File: src/spc_pkg.sv
// Purpose: shared constants and types of the system instruction checker
// Assumes: one clock, 32-bit Avalon-MM register slave
// Notes: register offsets are byte addresses

package spc_pkg;

  // ----------------------------------------------------------------
  // control register fields
  // ----------------------------------------------------------------
  localparam int CR_COUNT = 5;
  localparam int CR0_EM_BIT = 2;
  localparam int CR0_TS_BIT = 3;
  localparam int CR4_TSD_BIT = 2;
  localparam int CR4_PCE_BIT = 8;
  localparam int MSW_BITS = 16;
  localparam int CR0_IDX = 0;
  localparam int CR4_IDX = 4;
  localparam logic [31:0] CR0_RESET = 32'h0000_0000;
  localparam logic [31:0] CR4_RESET = 32'h0000_0000;
  localparam logic [1:0] PL_KERNEL = 2'h0;
  localparam logic [1:0] PL_USER = 2'h3;

  // ----------------------------------------------------------------
  // descriptor access byte fields
  // ----------------------------------------------------------------
  localparam int RT_PRESENT = 7;
  localparam int RT_DPL_HI = 6;
  localparam int RT_DPL_LO = 5;
  localparam int RT_SEG = 4;
  localparam int RT_CODE = 3;
  localparam int RT_CONF = 2;
  localparam int RT_RW = 1;

  // ----------------------------------------------------------------
  // register map
  // ----------------------------------------------------------------
  localparam logic [4:0] OFS_CR0 = 5'h00;
  localparam logic [4:0] OFS_CR4 = 5'h04;
  localparam logic [4:0] OFS_STATUS = 5'h08;
  localparam logic [4:0] OFS_IRQ_EN = 5'h0c;
  localparam logic [4:0] OFS_IRQ_CLR = 5'h10;
  localparam logic [4:0] OFS_SEL = 5'h14;
  localparam int EV_GP = 0;
  localparam int EV_NM = 1;
  localparam int EV_DONE = 2;
  localparam int EV_W = 3;

  // ----------------------------------------------------------------
  // types
  // ----------------------------------------------------------------
  typedef enum logic [4:0] {
    OP_LOAD_GLOBAL_TABLE_BASE, OP_STORE_GLOBAL_TABLE_BASE, OP_LOAD_INTERRUPT_TABLE_BASE, OP_STORE_INTERRUPT_TABLE_BASE, OP_LOAD_LOCAL_TABLE_SELECTOR, OP_STORE_LOCAL_TABLE_SELECTOR, OP_LTR, OP_STR,
    OP_MOV_TO_CR, OP_MOV_FROM_CR, OP_LOAD_LOW_CONTROL_WORD, OP_STORE_LOW_CONTROL_WORD, OP_CLEAR_SWITCHED_FLAG_OP, OP_ADJUST_REQUESTOR_LEVEL,
    OP_LAR, OP_LSL, OP_VERIFY_READABLE_OP, OP_VERIFY_WRITABLE_OP, OP_MOV_DR, OP_INVALIDATE_NO_WRITEBACK_OP, OP_INVALIDATE_WITH_WRITEBACK_OP,
    OP_INVALIDATE_PAGE_ENTRY_OP, OP_HLT, OP_RSM, OP_READ_MODEL_REG_OP, OP_WRITE_MODEL_REG_OP, OP_READ_PERF_COUNTER_OP, OP_READ_TIMESTAMP_OP,
    OP_LOCK, OP_FPU
  } spc_op_t;

  typedef enum logic [1:0] {FLT_NONE, FLT_GP, FLT_NM} spc_fault_t;

  typedef struct packed {
    spc_op_t op;
    logic [1:0] current_privilege_level;
    logic [2:0] cr_idx;
    logic [31:0] data;
    logic [15:0] limit;
    logic [15:0] sel;
    logic [7:0] rights;
    logic [19:0] seg_limit;
  } spc_req_t;

  typedef struct packed {
    logic valid;
    spc_fault_t fault;
    logic zf;
    logic [31:0] data;
    logic [15:0] limit;
  } spc_res_t;

  typedef struct packed {
    logic [31:0] base;
    logic [15:0] limit;
  } spc_tbl_t;

  typedef struct packed {
    logic [15:0] sel;
    logic [31:0] base;
    logic [15:0] limit;
  } spc_seg_t;

endpackage

File: src/spc_core.sv
// Purpose: privilege check and execution of system instructions
// Assumes: one instruction per cycle, result one cycle later
// Notes: Avalon-MM slave, one wait cycle per access
// Contract
// - load, control, cache, halt, model ops complete only at level 0
// - store forms, adjust, rights, limit, verify, lock run at any level
// - at levels 1 to 3 counter and timestamp reads gated by two flags
// - restrict flag set: timestamp read only at level 0
// - counter open flag set: counter read at any level, else level 0
// - global table load writes base and limit; store returns both
// - interrupt table load writes base and limit; store returns both
// - local table load takes selector and descriptor; store returns selector
// - task load takes selector and descriptor; store returns selector
// - low word load and store touch only bits 0 to 15
// - switched flag clear resets the task switched flag
// - switched flag set: floating-point op raises device-unavailable fault
// - control move copies data to or from control registers 0 to 4
// - adjust raises selector requestor level to the supplier's level
// - access rights load checks segment then returns its rights
// - limit load checks segment then returns its limit
// - verify reports readable or writable with no fault
`timescale 1ns/1ps

module spc_core (
  input wire logic MCLK,
  input wire logic RST_N,
  input wire logic INS_VALID,
  input wire spc_pkg::spc_req_t INS_REQ,
  output spc_pkg::spc_res_t RES,
  input wire logic [4:0] AVS_ADDRESS,
  input wire logic AVS_READ,
  input wire logic AVS_WRITE,
  input wire logic [31:0] AVS_WRITEDATA,
  input wire logic [3:0] AVS_BYTEENABLE,
  output logic [31:0] AVS_READDATA,
  output logic AVS_WAITREQUEST,
  output logic IRQ
);

  // ----------------------------------------------------------------
  // state
  // ----------------------------------------------------------------
  logic [31:0] cr [spc_pkg::CR_COUNT];
  logic [31:0] next_cr [spc_pkg::CR_COUNT];
  spc_pkg::spc_tbl_t gdt, idt;
  spc_pkg::spc_seg_t ldt, tr;
  logic [63:0] tsc;
  logic [31:0] pmc;
  logic [spc_pkg::EV_W-1:0] status, irq_en;
  spc_pkg::spc_res_t next_res;

  // ----------------------------------------------------------------
  // privilege decode
  // ----------------------------------------------------------------
  spc_pkg::spc_op_t op;
  wire [1:0] current_privilege_level = INS_REQ.current_privilege_level;
  wire kernel = current_privilege_level == spc_pkg::PL_KERNEL;
  assign op = INS_REQ.op;
  wire is_priv = op inside {spc_pkg::OP_LOAD_GLOBAL_TABLE_BASE, spc_pkg::OP_LOAD_INTERRUPT_TABLE_BASE,
    spc_pkg::OP_LOAD_LOCAL_TABLE_SELECTOR, spc_pkg::OP_LTR, spc_pkg::OP_MOV_TO_CR,
    spc_pkg::OP_MOV_FROM_CR, spc_pkg::OP_MOV_DR, spc_pkg::OP_LOAD_LOW_CONTROL_WORD,
    spc_pkg::OP_CLEAR_SWITCHED_FLAG_OP, spc_pkg::OP_INVALIDATE_NO_WRITEBACK_OP, spc_pkg::OP_INVALIDATE_WITH_WRITEBACK_OP,
    spc_pkg::OP_INVALIDATE_PAGE_ENTRY_OP, spc_pkg::OP_HLT, spc_pkg::OP_RSM,
    spc_pkg::OP_READ_MODEL_REG_OP, spc_pkg::OP_WRITE_MODEL_REG_OP};
  wire timestamp_restrict_flag = cr[spc_pkg::CR4_IDX][spc_pkg::CR4_TSD_BIT];
  wire perf_counter_open_flag = cr[spc_pkg::CR4_IDX][spc_pkg::CR4_PCE_BIT];
  wire ts_block = op == spc_pkg::OP_READ_TIMESTAMP_OP && timestamp_restrict_flag && !kernel;
  wire pc_block = op == spc_pkg::OP_READ_PERF_COUNTER_OP && !perf_counter_open_flag && !kernel;
  wire is_cr = op inside {spc_pkg::OP_MOV_TO_CR, spc_pkg::OP_MOV_FROM_CR};
  wire bad_cr = is_cr && INS_REQ.cr_idx >= 3'(spc_pkg::CR_COUNT);
  wire gp = INS_VALID &&
    ((is_priv && !kernel) || ts_block || pc_block || bad_cr);
  wire fpu_off = cr[spc_pkg::CR0_IDX][spc_pkg::CR0_TS_BIT] ||
    cr[spc_pkg::CR0_IDX][spc_pkg::CR0_EM_BIT];
  wire nm = INS_VALID && op == spc_pkg::OP_FPU && fpu_off;
  wire exec = INS_VALID && !gp && !nm;
  wire do_ = exec;

  // ----------------------------------------------------------------
  // segment checks
  // ----------------------------------------------------------------
  wire [7:0] rt = INS_REQ.rights;
  wire [1:0] dpl = rt[spc_pkg::RT_DPL_HI:spc_pkg::RT_DPL_LO];
  wire [1:0] requestor_level = INS_REQ.sel[1:0];
  wire conf = rt[spc_pkg::RT_SEG] && rt[spc_pkg::RT_CODE] &&
    rt[spc_pkg::RT_CONF];
  wire pl_ok = conf || (dpl >= current_privilege_level && dpl >= requestor_level);
  wire acc_ok = rt[spc_pkg::RT_PRESENT] && pl_ok;
  wire rd_ok = acc_ok && rt[spc_pkg::RT_SEG] &&
    (!rt[spc_pkg::RT_CODE] || rt[spc_pkg::RT_RW]);
  wire wr_ok = acc_ok && rt[spc_pkg::RT_SEG] &&
    !rt[spc_pkg::RT_CODE] && rt[spc_pkg::RT_RW];
  wire [1:0] src_rpl = INS_REQ.data[1:0];
  wire adjust_requestor_level_adj = requestor_level < src_rpl;

  // ----------------------------------------------------------------
  // result select
  // ----------------------------------------------------------------
  always_comb
  begin
    next_res = '0;
    next_res.valid = INS_VALID;
    next_res.fault = gp ? spc_pkg::FLT_GP :
      nm ? spc_pkg::FLT_NM : spc_pkg::FLT_NONE;
    if (exec)
    begin
      unique case (op)
        spc_pkg::OP_STORE_GLOBAL_TABLE_BASE:
        begin
          next_res.data = gdt.base;
          next_res.limit = gdt.limit;
        end
        spc_pkg::OP_STORE_INTERRUPT_TABLE_BASE:
        begin
          next_res.data = idt.base;
          next_res.limit = idt.limit;
        end
        spc_pkg::OP_STORE_LOCAL_TABLE_SELECTOR: next_res.data = {16'h0000, ldt.sel};
        spc_pkg::OP_STR: next_res.data = {16'h0000, tr.sel};
        spc_pkg::OP_MOV_FROM_CR: next_res.data = cr[INS_REQ.cr_idx];
        spc_pkg::OP_STORE_LOW_CONTROL_WORD: next_res.data =
          {16'h0000, cr[spc_pkg::CR0_IDX][spc_pkg::MSW_BITS-1:0]};
        spc_pkg::OP_ADJUST_REQUESTOR_LEVEL:
        begin
          next_res.zf = adjust_requestor_level_adj;
          next_res.data = {16'h0000, INS_REQ.sel[15:2],
            adjust_requestor_level_adj ? src_rpl : requestor_level};
        end
        spc_pkg::OP_LAR:
        begin
          next_res.zf = acc_ok;
          next_res.data = acc_ok ? {16'h0000, rt, 8'h00} : 32'h0000_0000;
        end
        spc_pkg::OP_LSL:
        begin
          next_res.zf = acc_ok;
          next_res.data = acc_ok ? {12'h000, INS_REQ.seg_limit} :
            32'h0000_0000;
        end
        spc_pkg::OP_VERIFY_READABLE_OP: next_res.zf = rd_ok;
        spc_pkg::OP_VERIFY_WRITABLE_OP: next_res.zf = wr_ok;
        spc_pkg::OP_READ_TIMESTAMP_OP: next_res.data = tsc[31:0];
        spc_pkg::OP_READ_PERF_COUNTER_OP: next_res.data = pmc;
        default: next_res.data = 32'h0000_0000;
      endcase
    end
  end

  // ----------------------------------------------------------------
  // register bus decode
  // ----------------------------------------------------------------
  wire bus_wr = AVS_WRITE && !AVS_WAITREQUEST;
  wire bus_go = (AVS_READ || AVS_WRITE) && AVS_WAITREQUEST;
  wire [31:0] be_mask;
  wire clr_hit = bus_wr && AVS_ADDRESS == spc_pkg::OFS_IRQ_CLR;
  wire en_hit = bus_wr && AVS_ADDRESS == spc_pkg::OFS_IRQ_EN;
  wire [spc_pkg::EV_W-1:0] clr_mask = clr_hit ?
    (AVS_WRITEDATA[spc_pkg::EV_W-1:0] & be_mask[spc_pkg::EV_W-1:0]) : '0;
  wire [spc_pkg::EV_W-1:0] events = {exec, nm, gp};
  wire [spc_pkg::EV_W-1:0] next_status = (status & ~clr_mask) | events;
  wire [spc_pkg::EV_W-1:0] next_en = en_hit ?
    ((irq_en & ~be_mask[spc_pkg::EV_W-1:0]) |
    (AVS_WRITEDATA[spc_pkg::EV_W-1:0] & be_mask[spc_pkg::EV_W-1:0])) :
    irq_en;
  wire [31:0] rd_val =
    AVS_ADDRESS == spc_pkg::OFS_CR0 ? cr[spc_pkg::CR0_IDX] :
    AVS_ADDRESS == spc_pkg::OFS_CR4 ? cr[spc_pkg::CR4_IDX] :
    AVS_ADDRESS == spc_pkg::OFS_STATUS ? {29'h0, status} :
    AVS_ADDRESS == spc_pkg::OFS_IRQ_EN ? {29'h0, irq_en} :
    AVS_ADDRESS == spc_pkg::OFS_SEL ? {ldt.sel, tr.sel} : 32'h0000_0000;

  // ----------------------------------------------------------------
  // control register updates, instruction wins over bus
  // ----------------------------------------------------------------
  wire clear_switched_flag_op_go = do_ && op == spc_pkg::OP_CLEAR_SWITCHED_FLAG_OP;
  wire load_low_control_word_go = do_ && op == spc_pkg::OP_LOAD_LOW_CONTROL_WORD;
  genvar g;
  for (g = 0; g < 4; g++)
  begin : g_be
    assign be_mask[8*g+7:8*g] = {8{AVS_BYTEENABLE[g]}};
  end
  for (g = 0; g < spc_pkg::CR_COUNT; g++)
  begin : g_cr
    localparam logic [4:0] OFS = (g == spc_pkg::CR0_IDX) ?
      spc_pkg::OFS_CR0 : spc_pkg::OFS_CR4;
    wire mov_hit = do_ && op == spc_pkg::OP_MOV_TO_CR &&
      INS_REQ.cr_idx == 3'(g);
    wire bus_hit = bus_wr && AVS_ADDRESS == OFS &&
      (g == spc_pkg::CR0_IDX || g == spc_pkg::CR4_IDX);
    wire [31:0] load_low_control_word_val = {cr[g][31:spc_pkg::MSW_BITS],
      INS_REQ.data[spc_pkg::MSW_BITS-1:0]};
    wire [31:0] clear_switched_flag_op_val = cr[g] &
      ~(32'h0000_0001 << spc_pkg::CR0_TS_BIT);
    wire is0 = g == spc_pkg::CR0_IDX;
    assign next_cr[g] = mov_hit ? INS_REQ.data :
      (is0 && load_low_control_word_go) ? load_low_control_word_val :
      (is0 && clear_switched_flag_op_go) ? clear_switched_flag_op_val :
      bus_hit ? ((cr[g] & ~be_mask) | (AVS_WRITEDATA & be_mask)) : cr[g];
    always_ff @(posedge MCLK or negedge RST_N)
    begin
      if (!RST_N)
        cr[g] <= (g == spc_pkg::CR0_IDX) ? spc_pkg::CR0_RESET :
          spc_pkg::CR4_RESET;
      else
        cr[g] <= next_cr[g];
    end
  end

  // ----------------------------------------------------------------
  // system table registers
  // ----------------------------------------------------------------
  always_ff @(posedge MCLK or negedge RST_N)
  begin
    if (!RST_N)
    begin
      gdt <= '0;
      idt <= '0;
      ldt <= '0;
      tr <= '0;
    end
    else if (do_)
    begin
      if (op == spc_pkg::OP_LOAD_GLOBAL_TABLE_BASE)
        gdt <= {INS_REQ.data, INS_REQ.limit};
      if (op == spc_pkg::OP_LOAD_INTERRUPT_TABLE_BASE)
        idt <= {INS_REQ.data, INS_REQ.limit};
      if (op == spc_pkg::OP_LOAD_LOCAL_TABLE_SELECTOR)
        ldt <= {INS_REQ.sel, INS_REQ.data, INS_REQ.limit};
      if (op == spc_pkg::OP_LTR)
        tr <= {INS_REQ.sel, INS_REQ.data, INS_REQ.limit};
    end
  end

  // ----------------------------------------------------------------
  // counters, results, bus and interrupt
  // ----------------------------------------------------------------
  always_ff @(posedge MCLK or negedge RST_N)
  begin
    if (!RST_N)
    begin
      tsc <= '0;
      pmc <= '0;
      RES <= '0;
      status <= '0;
      irq_en <= '0;
      IRQ <= 1'b0;
      AVS_WAITREQUEST <= 1'b1;
      AVS_READDATA <= '0;
    end
    else
    begin
      tsc <= tsc + 64'h1;
      pmc <= pmc + {31'h0, exec};
      RES <= next_res;
      status <= next_status;
      irq_en <= next_en;
      IRQ <= |(next_status & next_en);
      AVS_WAITREQUEST <= !bus_go;
      AVS_READDATA <= bus_go ? rd_val : AVS_READDATA;
    end
  end
endmodule

File: config.mk
export PLATFORM = sky130hd
export DESIGN_NAME = spc_core
export DESIGN_NICKNAME = d
export VERILOG_FILES = /design/src/spc_pkg.sv /design/src/spc_core.sv
export SDC_FILE = /design/constraint.sdc
export NUM_CORES = 1
export LEC_CHECK = 0
export BUFFER_PORTS_ARGS = -buffer_cell sky130_fd_sc_hd__buf_2
export CAP_MARGIN = 20
export CORE_MARGIN = 2
export CORE_UTILIZATION = 40
export DETAILED_ROUTE_END_ITERATION = 10
export PLACE_DENSITY = 0.65
export SLEW_MARGIN = 20
export SYNTH_ARGS = -nofsm -noshare
export SYNTH_HDL_FRONTEND = slang
export SYNTH_SLANG_ARGS = --single-unit
File: constraint.sdc
create_clock -name MCLK -period 4.6 [get_ports MCLK]
set_input_delay 1.15 -clock MCLK [delete_from_list [all_inputs] [get_ports MCLK]]
set_output_delay 1.15 -clock MCLK [all_outputs]
set_load 0.05 [all_outputs]
# Word level (Yosys, flattened, before mapping)
# Cells that the tools add are included.
[op_classes]
order_cmp = 5
bitwise_logic = 15
addsub = 2
n_reduce_logical = 65
n_eq_ne = 40
n_mux = 25
[ops]
columns = ["cell", "n"]
rows = [
  ["32-bit two-way mux", 13],
  ["32-bit case mux with 11 select lines", 1],
  ["32-bit bitwise AND", 3],
  ["32-bit binary-select mux with 3-bit select", 1],
  ["5-bit == test (second input constant)", 15],
  ["64-bit by 1-bit adder with 64-bit output (second input constant)", 1],
  ["32-bit OR", 2],
  ["5-bit by 4-bit == test with 1-bit output (second input constant)", 10],
  ["49-bit two-way mux", 1],
  ["1-bit logical AND", 33],
  ["32-bit by 1-bit adder with 32-bit output", 1],
  ["32-bit NOT", 1],
  ["16-bit case mux with 2 select lines", 1],
  ["5-bit by 3-bit == test with 1-bit output (second input constant)", 5],
  ["20-bit two-way mux", 1],
  ["16-bit two-way mux", 1],
  ["16-bit nonzero test", 1],
  ["3-bit bitwise AND", 4],
  ["5-bit by 2-bit == test with 1-bit output (second input constant)", 2],
  ["5-bit zero test", 2],
  ["2-bit AND reduction", 5],
  ["1-bit zero test", 7],
  ["1-bit logical OR", 7],
  ["3-bit by 2-bit == test with 1-bit output (second input constant)", 2],
  ["other kinds (23)", 32],
]
[word_totals]
out_inout_bits = 86
register_bits = 476
elab_cells = 177
input_bits = 148

# Depth between registers and ports, before layout
# Gate-level depths: netlist of the first run.
[logic_depth]
ltp_word = 14
mapped_depth = 17

# Least setup slack after synthesis of the first run
# Ideal clock, no wire load.
[synth_timing]
kind = "in2reg"
start = "input port INS_REQ[99] in the netlist's numbering"
end = "register pmc[30]"
path_stages = 16
t_arrival_ns = 3.777
required_ns = 4.478
path_slack_ns = 0.700
setup_time_ns = 0.122
cell_sequence = "clkbuf_1 -> nand3_1 -> nor4_1 -> nor2_1 -> nand2_1 -> clkbuf_1 -> inv_1 -> ha_1 -> ha_1 -> nand2_1 -> nor2_1 -> and4_1 -> clkbuf_1 -> nand2_1 -> nor2_1 -> xnor2_1"
[synth_via]
elab_chain_cells = 11
word_cells_on_any_way = 38
cone_classes = "add/sub: 1; eq/ne: 18; reduce/logical: 19"
[synth_rtl]
columns = ["element", "line", "text"]
rows = [
  ["start: declaration", "spc_core.sv:28", "input wire spc_pkg::spc_req_t INS_REQ,"],
  ["5-bit by 2-bit == test with 1-bit output, or another cell as far along", "spc_core.sv:59", "wire is_priv = op inside {spc_pkg::OP_LOAD_GLOBAL_TABLE_BASE, spc_pkg::OP_LOAD_INTERRUPT_TABLE_BASE,"],
  ["16-bit nonzero test / 1-bit logical AND (equally long branches)", "spc_core.sv:59, spc_core.sv:67", ""],
  ["1-bit logical AND (on tied branches)", "spc_core.sv:72, spc_core.sv:67", ""],
  ["1-bit logical OR (3 in series)", "spc_core.sv:72", "((is_priv && !kernel) || ts_block || pc_block || bad_cr);"],
  ["1-bit logical AND", "spc_core.sv:71", "wire gp = INS_VALID &&"],
  ["1-bit zero test", "spc_core.sv:76", "wire exec = INS_VALID && !gp && !nm;"],
  ["1-bit logical AND", "spc_core.sv:76", ""],
  ["1-bit logical AND (*)", "spc_core.sv:76", ""],
  ["32-bit by 1-bit adder with 32-bit output (*)", "spc_core.sv:253", "pmc <= pmc + {31'h0, exec};"],
  ["end signal: assignment", "spc_core.sv:253", ""],
  ["end: declaration", "spc_core.sv:48", "logic [31:0] pmc;"],
]
# Every way passes the cells marked *; elsewhere a longest branch is shown, timed or not.
# A chain may end at the register's enable or synchronous reset.

# Final worst setup path of the first run
[layout_timing]
start = "input port INS_REQ[100] in the netlist's numbering"
end = "register cr[157] in the netlist's numbering"
[layout_via]
elab_chain_cells = 14
word_cells_on_any_way = 46
cone_classes = "eq/ne: 20; mux: 1; reduce/logical: 25"
[layout_rtl]
columns = ["element", "line", "text"]
rows = [
  ["5-bit by 2-bit == test with 1-bit output, or another cell as far along", "spc_core.sv:59", ""],
  ["16-bit nonzero test / 1-bit logical AND (equally long branches)", "spc_core.sv:59, spc_core.sv:67", ""],
  ["1-bit logical AND (on tied branches)", "spc_core.sv:72, spc_core.sv:67", ""],
  ["1-bit logical OR (3 in series)", "spc_core.sv:72", ""],
  ["1-bit logical AND", "spc_core.sv:71", ""],
  ["1-bit zero test", "spc_core.sv:76", ""],
  ["1-bit logical AND (2 in series)", "spc_core.sv:76", ""],
  ["1-bit logical AND (2 in series)", "spc_core.sv:186", "wire mov_hit = do_ && op == spc_pkg::OP_MOV_TO_CR &&"],
  ["2-bit by 1-bit != test with 1-bit output (no source line) / 2-bit nonzero test (equally long branches)", "n/a", ""],
  ["3-bit AND reduction (no source line)", "n/a", ""],
  ["end signal: indexed assignment", "spc_core.sv:202", "cr[g] <= (g == spc_pkg::CR0_IDX) ? spc_pkg::CR0_RESET :"],
  ["end signal: indexed assignment", "spc_core.sv:205", "cr[g] <= next_cr[g];"],
  ["end: declaration", "spc_core.sv:43", "logic [31:0] cr [spc_pkg::CR_COUNT];"],
]
# Several ways; a longest one is shown, not always the timed one.

==> summary.md, run 1 <==
| Metric | Value |
|---|---|
| Status | `complete, no violations` |
| GRT overflow | `0` |
| Minimum clock period | `3.506 ns` |
| Vias in the first global route | `15770` |
| # resized after CTS | `0` |
| Dpl ws | `0.6065 ns` |
| Comb pwr share | `10.8%` |
| Synth Net Count | `1856` |
| Post-CTS setup repair buffer count | `0` |
| Max-Cap Viols | `0` |
| Bufs on Longest Clock Path | `3` |
| Ys Warns | `0` |
| H-tree Lvls | `2` |
| Initial DRC count | `1792` |
| Sequential fraction of the synthesis area | `53.88%` |
| Setup TNS | `0 ns` |
| Nets | `2082` |
| Async S/R FF share, synth | `100.0%` |
| Total GRT Usage | `a little over a quarter` |
| Post-synth EDFFs | `0` |
| First-pass GRT wire length | `a little over 100000 um` |
| Clock sink count | `444` |
| WL final | `69720 um` |
| Pleak | `11.68 nW` |
| CP peak stage delay | `0.53 ns` |
| Share of layout cells above drive strength 1 | `31.73%` |
| Clk root buf | `clkbuf_16` |
| RePlAce Congestion | `0.9001` |
| Routed vias | `15670` |
| Core Util, Final | `47.48%` |
| WP data arrival | `3.97 ns` |
| Peak Freq | `between 200 and 300 MHz` |
| PortBufs | `about 230` |
| Rel. slew slack | `34.39%` |
| Unrepaired setup endpoints after global routing | `no` |
| Most common cell after layout, fill and taps aside | `dfrtp_1` |
| Worst IR drop on VDD | `0.2708 mV` |
| Power Density | `392.7 nW/um^2` |
| Switching part of the total | `between 20% and 30%` |
| DP HPWL | `50440 um` |
| Synthesized flop and latch total | `~440` |
| Clk Latency, worst-skew pair | `0.59 ns` |
| Crit Path Max Fanout | `20` |
| Layout area overhead | `17.63%` |
| Most used DFF post-synth | `dfrtp_1` |
| Post-route DRC violation count | `0` |
| Crit-path cells | `buf_2 > nand2b_2 > o41ai_4 > o31ai_2 > buf_4 > a31oi_1 > o22ai_1 > a221o_1` |
| Max-slew violation count | `0` |
| Crit-path slowest cell | `a31oi_1` |
| Chip Width | `231.1 um` |
| Drt first pass iters | `9` |
| Cell variety after synth | `73` |
| CTS tree | `built` |
| Maximum clock skew at final layout | `around 0.021 ns` |
| I/O pin cnt | `234` |
| Worst hold-check path type | `reg -> reg` |
| WP buf/inv | `2` |
| Worst setup SP type | `primary input` |
| Slew @ Worst Pin | `approximately 0.98 ns` |
| Row cnt | `83` |
| Final Hold Viols | `0` |
| Cells after Synth | `around 1700` |
| Vias per cell | `around 6` |
| Total CTS buffers | `47` |
| Clock slew at reported path FFs | `0.06 ns` |
| Hold-fix buffers at CTS | `0` |
| Placeable Area | `51090 sq um` |
| Setup violations, final | `0` |
| Post-route ant nets | `0` |
| Initial antenna violation count | `11` |
| Pint | `6.979 mW` |
| Required time worst endpoint | `5.06 ns` |
| CP delay by family, top | `compound AO/OA/AOI/OAI gates` |
| Seq pwr share | `about half` |
| Synth Area per Inst | `12.14 sq um` |
| Final Cycle Share | `76.23%` |
| Die height | `231.1 um` |
| Initial Util | `40.37%` |
| Critical path class | `in -> reg` |
| Wire per inst | `26.40 um` |
| Final Worst Setup Slack | `approximately 1.1 ns` |
| Most frequent cells in the layout | `443 x dfrtp_1, 232 x buf_2, 188 x mux2_2, 124 x nand2_1, 121 x nor2_1` |
| Power share of the clock group | `40.4%` |
| CP endpoint kind | `register` |
| Mapped Area | `20620 sq um` |
| Die area | `53390 sq um` |
| Sw power | `2.548 mW` |
| Largest net degree at the start of global routing | `between 100 and 150` |
## worst paths after layout
| check | from | end | slack, ns | cells past startpoint |
|---|---|---|---|---|
| worst max-delay path | INS_REQ[100] | cr[157] | 1.09 | 8 |
| worst max register to register | register | idt[15] | 1.70 | 7 |
| worst min-delay path | tsc[0] | tsc[0] | 0.48 | 1 |
| worst min register to register | tsc[0] | tsc[0] | 0.48 | 1 |
| min in group asynchronous | RST_N | RES[49] | 0.61 | 1 |
| max in group asynchronous | RST_N | AVS_WAITREQUEST | 2.92 | 2 |
## per-stage QoR
stage	instances	area [sq um]	total power, mW	hold slack [ns]
2_1_floorplan	1699	20620	5.146	0.4425
3_3_place_gp	2556	22700	5.671	0.4616
3_5_place_dp	2556	22700	5.719	0.4690
4_1_cts	2637	24250	9.575	0.4838
5_1_grt	2638	24250	9.850	0.5058
6_report	2641	24260	9.527	0.4827
## cells by family after synthesis
kind of cell / count (synthesis) / synth area share, %
flops: 444 / 53.88
simple gates: 391 / 8.748
compound gates: 357 / 12.80
mux: 312 / 18.67
buf+inv: 124 / 2.724
xor+xnor: 61 / 2.590
fa+ha+maj: 10 / 0.5945
## metal layers
metal | routed length (um) | GRT usage [%] | vias to the layer above
li1 | - | - | 6766
met1 | 28960 | 36.71 | 7990
met2 | 30990 | 39.15 | 777
met3 | 6905 | 6.164 | 125
met4 | 2801 | 10.67 | 10
met5 | 58 | 0 | -
## flip-flops by register name, indices dropped and copies added, names as in the netlist, named ones only
signal / count
AVS_READDATA: 32
AVS_WAITREQUEST: 1
IRQ: 1
RES: 52
cr: 128
gdt: 48
idt: 48
irq_en: 3
ldt: 16
pmc: 32
status: 3
tr: 16
tsc: 32
## power groups by stage
stage	registers (mW)	logic (mW)	clock network (mW)
finish	4.65	1.03	3.85
global route	4.68	1.12	4.06
CTS	4.63	1.03	3.92
detailed placement	4.69	1.03	0
global placement	4.68	0.994	0
floorplan	4.58	0.569	0
## Yosys cell counts (7+ instances only)
cell | n | area share (%)
o22ai_1 | 8 | 0.24
a22o_1 | 26 | 1.1
nand4_1 | 10 | 0.30
a222oi_1 | 34 | 1.7
mux2_4 | 10 | 0.73
mux4_2 | 32 | 3.5
a22oi_1 | 114 | 4.1
inv_1 | 16 | 0.29
clkbuf_1 | 65 | 1.2
nor2_1 | 122 | 2.2
buf_2 | 17 | 0.41
nand3_1 | 39 | 0.95
xor2_1 | 21 | 0.89
xnor2_1 | 40 | 1.7
mux2_2 | 188 | 10
o21ai_0 | 43 | 1.0
buf_1 | 9 | 0.16
a221o_1 | 17 | 0.83
and2_1 | 20 | 0.61
buf_4 | 12 | 0.44
nand2b_1 | 7 | 0.21
mux2i_1 | 49 | 2.4
a31oi_1 | 18 | 0.55
ha_1 | 9 | 0.55
nand2_1 | 124 | 2.3
nor3_1 | 22 | 0.53
and3_1 | 15 | 0.45
a21oi_1 | 64 | 1.6
dfrtp_1 | 443 | 54
mux2_1 | 33 | 1.8
## area by class of cell
class / count / area (sq um)
Timing Repair Buffer: 284 / 1647
Clock inverter: 9 / 113.9
Fill cell: 4627 / 26830
Multi-Input combinational cell: 1131 / 9031
Inverter: 17 / 63.81
Clock buffer: 72 / 1433
Sequential cell: 444 / 11110
Antenna cell: 4 / 10.01
Tap cell: 680 / 850.8
Power figures use the tool's default switching activity.
==> inputs of run 2 (changes only) <==
Settings changed: PLACE_DENSITY 0.65 to 0.67.
Clock period 4.6 ns to 2.8 ns, I/O delays scaled along.
==> summary.md, run 2 (synthesis results as in run 1) <==
| Metric | Value |
|---|---|
| Status | `complete, no violations` |
| DP HPWL | `50600 um (+0.31%)` |
| Max-slew violation count | `0 (unchanged)` |
| Slew @ Worst Pin | `0.7732 ns (-0.2110 ns)` |
| Worst setup SP type | `primary input` |
| Placeable Area | `51090 sq um (unchanged)` |
| CP endpoint kind | `register` |
| Wire per inst | `24.63 um (-6.7%)` |
| Minimum clock period | `about 2.8 ns` |
| Post-route ant nets | `0 (unchanged)` |
| Initial antenna violation count | `13 (+2)` |
| First-pass GRT wire length | `101200 um (-2.4%)` |
| Vias in the first global route | `16190 (+2.7%)` |
| Share of layout cells above drive strength 1 | `35.76% (+4.0 points)` |
| Rel. slew slack | `48.45% (+14 points)` |
| Total power | `15.90 mW (+67%)` |
| Power share of the clock group | `40.5% (about the same)` |
| Worst IR drop on VDD | `0.3767 mV (+39%)` |
| Total GRT Usage | `25.32% (-0.87 points)` |
| WP data arrival | `3.22 ns (-0.75 ns)` |
| Crit-path slowest cell | `a2111oi_1` |
| Setup violations, final | `0 (unchanged)` |
| Final Hold Viols | `0 (unchanged)` |
| Peak Freq | `363.0 MHz` |
| Reg area | `11110 sq um (unchanged)` |
| Multi-input logic area | `9084 sq um (+0.58%)` |
| Total CTS buffers | `46 (-2.1%)` |
| Required time worst endpoint | `3.26 ns (-1.80 ns)` |
| Nets | `2181 (+4.8%)` |
| Clk root buf | `clkbuf_16` |
| Power Density | `626.9 nW/um^2 (+60%)` |
| Vias per cell | `5.824 (-1.8%)` |
| Layout area overhead | `22.94%` |
| Bufs on Longest Clock Path | `3 (unchanged)` |
| Sw power | `4.215 mW (+65%)` |
| Initial Util | `40.37% (unchanged)` |
| Switching part of the total | `26.52% (-0.23 points)` |
| Chip Width | `231.1 um (unchanged)` |
| Crit Path Max Fanout | `9 (-55%)` |
| GRT overflow | `0 (unchanged)` |
| Post-route DRC violation count | `0 (unchanged)` |
| I/O pin cnt | `234 (unchanged)` |
| Die area | `53390 sq um (unchanged)` |
| Initial DRC count | `1848 (+3.1%)` |
| Clk Latency, worst-skew pair | `0.59 ns (about the same)` |
| Worst hold-check path type | `in -> async` |
| CP peak stage delay | `0.73 ns (+0.20 ns)` |
| Crit-path cells | `buf_2 > inv_1 > ha_1 > nand2b_1 > a21oi_1 > o21ai_0 > and4_1 > a2111oi_1 > buf_4 > nor2_1` |
| Top Registers | `cr (128), RES (52)` |
| Pleak | `12.26 nW (+5.0%)` |
| PortBufs | `233 (unchanged)` |
| Max-Cap Viols | `0 (unchanged)` |
| H-tree Lvls | `2 (unchanged)` |
| Top reg by flops | `cr` |
| Drt first pass iters | `7 (-2)` |
| Largest register FFs | `128 (unchanged)` |
| Largest net degree at the start of global routing | `72 (-33%)` |
| Routed vias | `15980 (+2.0%)` |
| Seq pwr share | `47.9% (-0.9 points)` |
| Die height | `231.1 um (unchanged)` |
| CTS tree | `built` |
| Most frequent cells in the layout | `443 x dfrtp_1, 232 x buf_2, 188 x mux2_2, 125 x buf_4, 122 x nand2_1` |
| Placed cells | `2656 (+3.9%)` |
| Clock sink count | `444 (unchanged)` |
| Fillers | `4529 (-2.1%)` |
| Pint | `11.68 mW (+67%)` |
| WL final | `67590 um (-3.1%)` |
| Critical path class | `in -> reg` |
| Post-Layout Cell Count | `2744 (+3.9%)` |
| Final Cycle Share | `98.39%` |
| Row cnt | `83 (unchanged)` |
| Comb pwr share | `11.6% (+0.8 points)` |
| Unrepaired setup endpoints after global routing | `no` |
| Hold-fix buffers at CTS | `0 (unchanged)` |
| RePlAce Congestion | `0.9309 (+3.4%)` |
| Maximum clock skew at final layout | `0.02506 ns (+0.004541 ns)` |
| Clock slew at reported path FFs | `0.06 ns (about the same)` |
| Most common cell after layout, fill and taps aside | `dfrtp_1` |
==> run 2: changes by cell type in the layout (fill, tap and decap cells not counted), sizes merged <==
cell / change
bufinv: +3
clkbuf: -8
buf: +100
clkinvlp: +4
diode: -1
clkinv: +5
==> run 2: per-stage QoR <==
step | instance area (sq um) | worst slack, ns | util, % | hold slack [ns] | setup TNS (ns)
final | 25360 | 0.04515 | 49.63 | 0.08338 | 0
after global routing | 25360 | 0.03794 | 49.63 | 0.1023 | 0
after CTS | 25350 | 0.04572 | 49.61 | 0.06752 | 0
after detailed placement | 23750 | -0.7295 | 46.48 | 0.4704 | -18.91
after global placement | 23750 | -0.7108 | 46.48 | 0.4618 | -10.12
after floorplan | 20710 | -0.3426 | - | 0.4044 | -10.11
==> run 2: cell type report <==
| cell class | instances | area share (%) |
|---|---|---|
| multi-input cells | 1131 | 35.82 |
| repair buffers | 384 | 10.39 |
| clock buffers | 64 | 5.280 |
| well taps | 680 | 3.355 |
| diodes | 3 | 0.02961 |
| inverters | 17 | 0.2615 |
| clock inverters | 21 | 1.036 |
| flip-flops and latches | 444 | 43.82 |
==> run 2: final timing paths <==
kind | startpoint | end | slack, ns | cells after the start
worst max-delay path | INS_REQ[25] | RES[21] | 0.05 | 10
worst min-delay path | RST_N | AVS_READDATA[6] | 0.08 | 1
worst max register to register | register | pmc[31] | 0.22 | 12
worst min register to register | cr[69] | cr[69] | 0.48 | 1
max in group asynchronous | RST_N | idt[2] | 1.85 | 2
min in group MCLK | INS_REQ[58] | gdt[14] | 0.35 | 2
==> run 2: repair_timing <==
item                                    CTS  global route
hold endpoints to repair                  0             0
gates resized for setup                   1             0
setup buffers                             0             0
endpoints found under the setup margin    1             0
==> run 2: power by group through the flow <==
| stage | clock [mW] | sequential, mW | combinational, mW |
|---|---|---|---|
| 6_report | 6.44 | 7.62 | 1.84 |
| 5_1_grt | 6.81 | 7.66 | 1.99 |
| 4_1_cts | 6.55 | 7.59 | 1.84 |
| 3_5_place_dp | 0 | 7.70 | 1.83 |
| 3_3_place_gp | 0 | 7.66 | 1.77 |
| 2_1_floorplan | 0 | 7.53 | 0.959 |
==> run 2: critical path, delay by kind of cell <==
kind	cells	cell delay [ns]
AOI/OAI and AO/OA	3	1.10
and+or+nand+nor	3	0.63
buffers and inverters	3	0.52
adders and majority gates	1	0.26
==> run 2: routing by layer <==
layer	vias to the layer above	wire [um]	GRT usage, %
met2	685	30530	38.35
met5	-	74	0
li1	6968	-	-
met1	8164	28740	35.39
met4	14	3061	11.63
met3	150	5193	4.638
==> inputs of run 3 (changes only) <==
Settings changed: BUFFER_PORTS_ARGS -buffer_cell sky130_fd_sc_hd__buf_2 to -buffer_cell sky130_fd_sc_hd__buf_4.
==> summary.md, run 3 (synthesis results as in run 1) <==
| Metric | Value |
|---|---|
| Routed vias | `15870 (-0.68%)` |
| I/O pin cnt | `234 (unchanged)` |
| Worst IR drop on VDD | `0.3981 mV (+5.7%)` |
| Crit Path Max Fanout | `8 (-1)` |
| Worst hold margin | `0.06714 ns (-0.01623 ns)` |
| Wire per inst | `24.83 um (+0.81%)` |
| Final Cycle Share | `89.33% (-9.1 points)` |
| Power Density | `622.3 nW/um^2 (-0.73%)` |
| Top Registers | `cr (128), RES (52)` |
| Pint | `11.91 mW (+2.0%)` |
| Total CTS buffers | `47 (+2.2%)` |
| Critical path class | `reg -> reg` |
| Switching part of the total | `26.19% (-0.32 points)` |
| Slew @ Worst Pin | `0.9223 ns (+0.1491 ns)` |
| Die area | `53390 sq um (unchanged)` |
| Core Util, Final | `50.75% (+1.1 points)` |
| WP buf/inv | `1 (-2)` |
| Clock slew at reported path FFs | `0.06 ns (about the same)` |
| Largest register FFs | `128 (unchanged)` |
| WL final | `67940 um (+0.52%)` |
| DP HPWL | `50510 um (-0.18%)` |
| Fillers | `4452 (-1.7%)` |
| Clk root buf | `clkbuf_16` |
| Setup violations, final | `0 (unchanged)` |
| Post-route ant nets | `0 (unchanged)` |
| Peak Freq | `399.8 MHz (+10%)` |
| Clk Latency, worst-skew pair | `0.61 ns (+0.02 ns)` |
| Post-CTS setup repair buffer count | `0 (unchanged)` |
| First-pass GRT wire length | `102300 um (+1.1%)` |
| Initial antenna violation count | `3 (-10)` |
| Layout area overhead | `25.73%` |
| Share of layout cells above drive strength 1 | `35.43% (-0.33 points)` |
| Required time worst endpoint | `3.33 ns (+0.07 ns)` |
| Reg area | `11110 sq um (unchanged)` |
| Largest net degree at the start of global routing | `68 (-5.6%)` |
| CP peak stage delay | `0.74 ns (about the same)` |
| Crit-path slowest cell | `o22ai_1` |
| WP data arrival | `3.03 ns (-0.19 ns)` |
| Drt first pass iters | `10 (+3)` |
| Crit-path cells | `o32ai_2 > buf_4 > nor3_1 > o2111a_1 > o22ai_1 > a221o_1` |
| CP endpoint kind | `register` |
| CP delay by family, top | `compound AO/OA/AOI/OAI gates` |
| Fin area | `25930 sq um (+2.3%)` |
| Minimum clock period | `2.501 ns (-0.2537 ns)` |
| Initial DRC count | `1871 (+1.2%)` |
| # resized after CTS | `0 (-1)` |
| Most common cell after layout, fill and taps aside | `dfrtp_1` |
| Nets | `2178 (-0.14%)` |
| Post-route DRC violation count | `0 (unchanged)` |
| Maximum clock skew at final layout | `0.02251 ns (-0.002549 ns)` |
| Worst setup SP type | `register` |
| Top reg by flops | `cr` |
| Status | `complete, no violations` |
| Comb pwr share | `11.9% (+0.3 points)` |
| CTS tree | `built` |
| Bufs on Longest Clock Path | `3 (unchanged)` |
| Clock sink count | `444 (unchanged)` |
| Pleak | `12.41 nW (+1.2%)` |
| Initial Util | `40.37% (unchanged)` |
| Total GRT Usage | `25.59% (+0.27 points)` |
| Placed cell areas | `24290 sq um (+2.3%)` |
| Row cnt | `83 (unchanged)` |
| Final Hold Viols | `0 (unchanged)` |
| Sw power | `4.227 mW (+0.28%)` |
| RePlAce Congestion | `0.9208 (-1.1%)` |
| Rel. slew slack | `38.52% (-9.9 points)` |
| Multi-input logic area | `9077 sq um (about the same)` |
| Unrepaired setup endpoints after global routing | `no` |
| Most frequent cells in the layout | `443 x dfrtp_1, 353 x buf_4, 188 x mux2_2, 122 x nand2_1, 120 x nor2_1` |
| Vias per cell | `5.801 (-0.39%)` |
| GRT overflow | `0 (unchanged)` |
| Hold-fix buffers at CTS | `0 (unchanged)` |
| Max-slew violation count | `0 (unchanged)` |
| Max-Cap Viols | `0 (unchanged)` |
| Die height | `231.1 um (unchanged)` |
| Seq pwr share | `47.2% (-0.7 points)` |
| Chip Width | `231.1 um (unchanged)` |
| Vias in the first global route | `15830 (-2.2%)` |
| Placeable Area | `51090 sq um (unchanged)` |
| Worst hold-check path type | `in -> async` |
| Power share of the clock group | `40.9% (+0.4 points)` |
| H-tree Lvls | `2 (unchanged)` |
| PortBufs | `233 (unchanged)` |
==> run 3: cell type report <==
cell class / count / area share, %
diodes: 1 / 0.009650
clock buffers: 70 / 5.491
clock inverters: 13 / 0.8203
inverters: 17 / 0.2557
multi-input cells: 1131 / 35.01
flip-flops and latches: 444 / 42.85
well taps: 680 / 3.281
repair buffers: 380 / 12.28
==> run 3: worst paths after layout <==
kind | startpoint | cells after the start | endpoint | slack [ns]
setup / recovery | register | 6 | cr[155] | 0.30
hold / removal | RST_N | 1 | irq_en[2] | 0.07
setup reg to reg | register | 6 | cr[155] | 0.30
hold reg to reg | pmc[31] | 1 | pmc[31] | 0.48
max in group asynchronous | RST_N | 2 | RES[36] | 1.90
min in group MCLK | INS_REQ[50] | 2 | gdt[6] | 0.33
==> run 3: layer usage <==
metal	track usage [%]	up-vias	part of all wire, %
met5	0	-	0.019
met4	8.125	2	3.1
met3	5.536	114	8.0
met2	38.71	660	45
met1	36.72	8149	44
li1	-	6947	-
==> run 3: worst register-to-register path, cell delays in order (launching register included) <==
cell and delay (ns):
dfrtp_1 0.44, o32ai_2 0.39, buf_4 0.19, nor3_1 0.04, o2111a_1 0.33, o22ai_1 0.74, a221o_1 0.29
==> run 3: power by group through the flow <==
stage / Combinational (mW) / Clock (mW) / Sequential [mW]
2_1_floorplan: 0.959 / 0 / 7.53
3_3_place_gp: 1.85 / 0 / 7.68
3_5_place_dp: 1.90 / 0 / 7.71
4_1_cts: 1.91 / 6.70 / 7.59
5_1_grt: 2.06 / 7.00 / 7.67
6_report: 1.91 / 6.60 / 7.62
==> run 3: through the flow <==
| step | total power, mW | setup WS (ns) | std cells | setup TNS (ns) |
|---|---|---|---|---|
| floorplan | 8.488 | -0.3426 | 1699 | -10.11 |
| global placement | 9.527 | -0.1554 | 2652 | -14.30 |
| detailed placement | 9.612 | -0.2463 | 2652 | -22.26 |
| CTS | 16.21 | 0.3403 | 2735 | 0 |
| global route | 16.73 | 0.1421 | 2735 | 0 |
| finish | 16.14 | 0.2989 | 2736 | 0 |
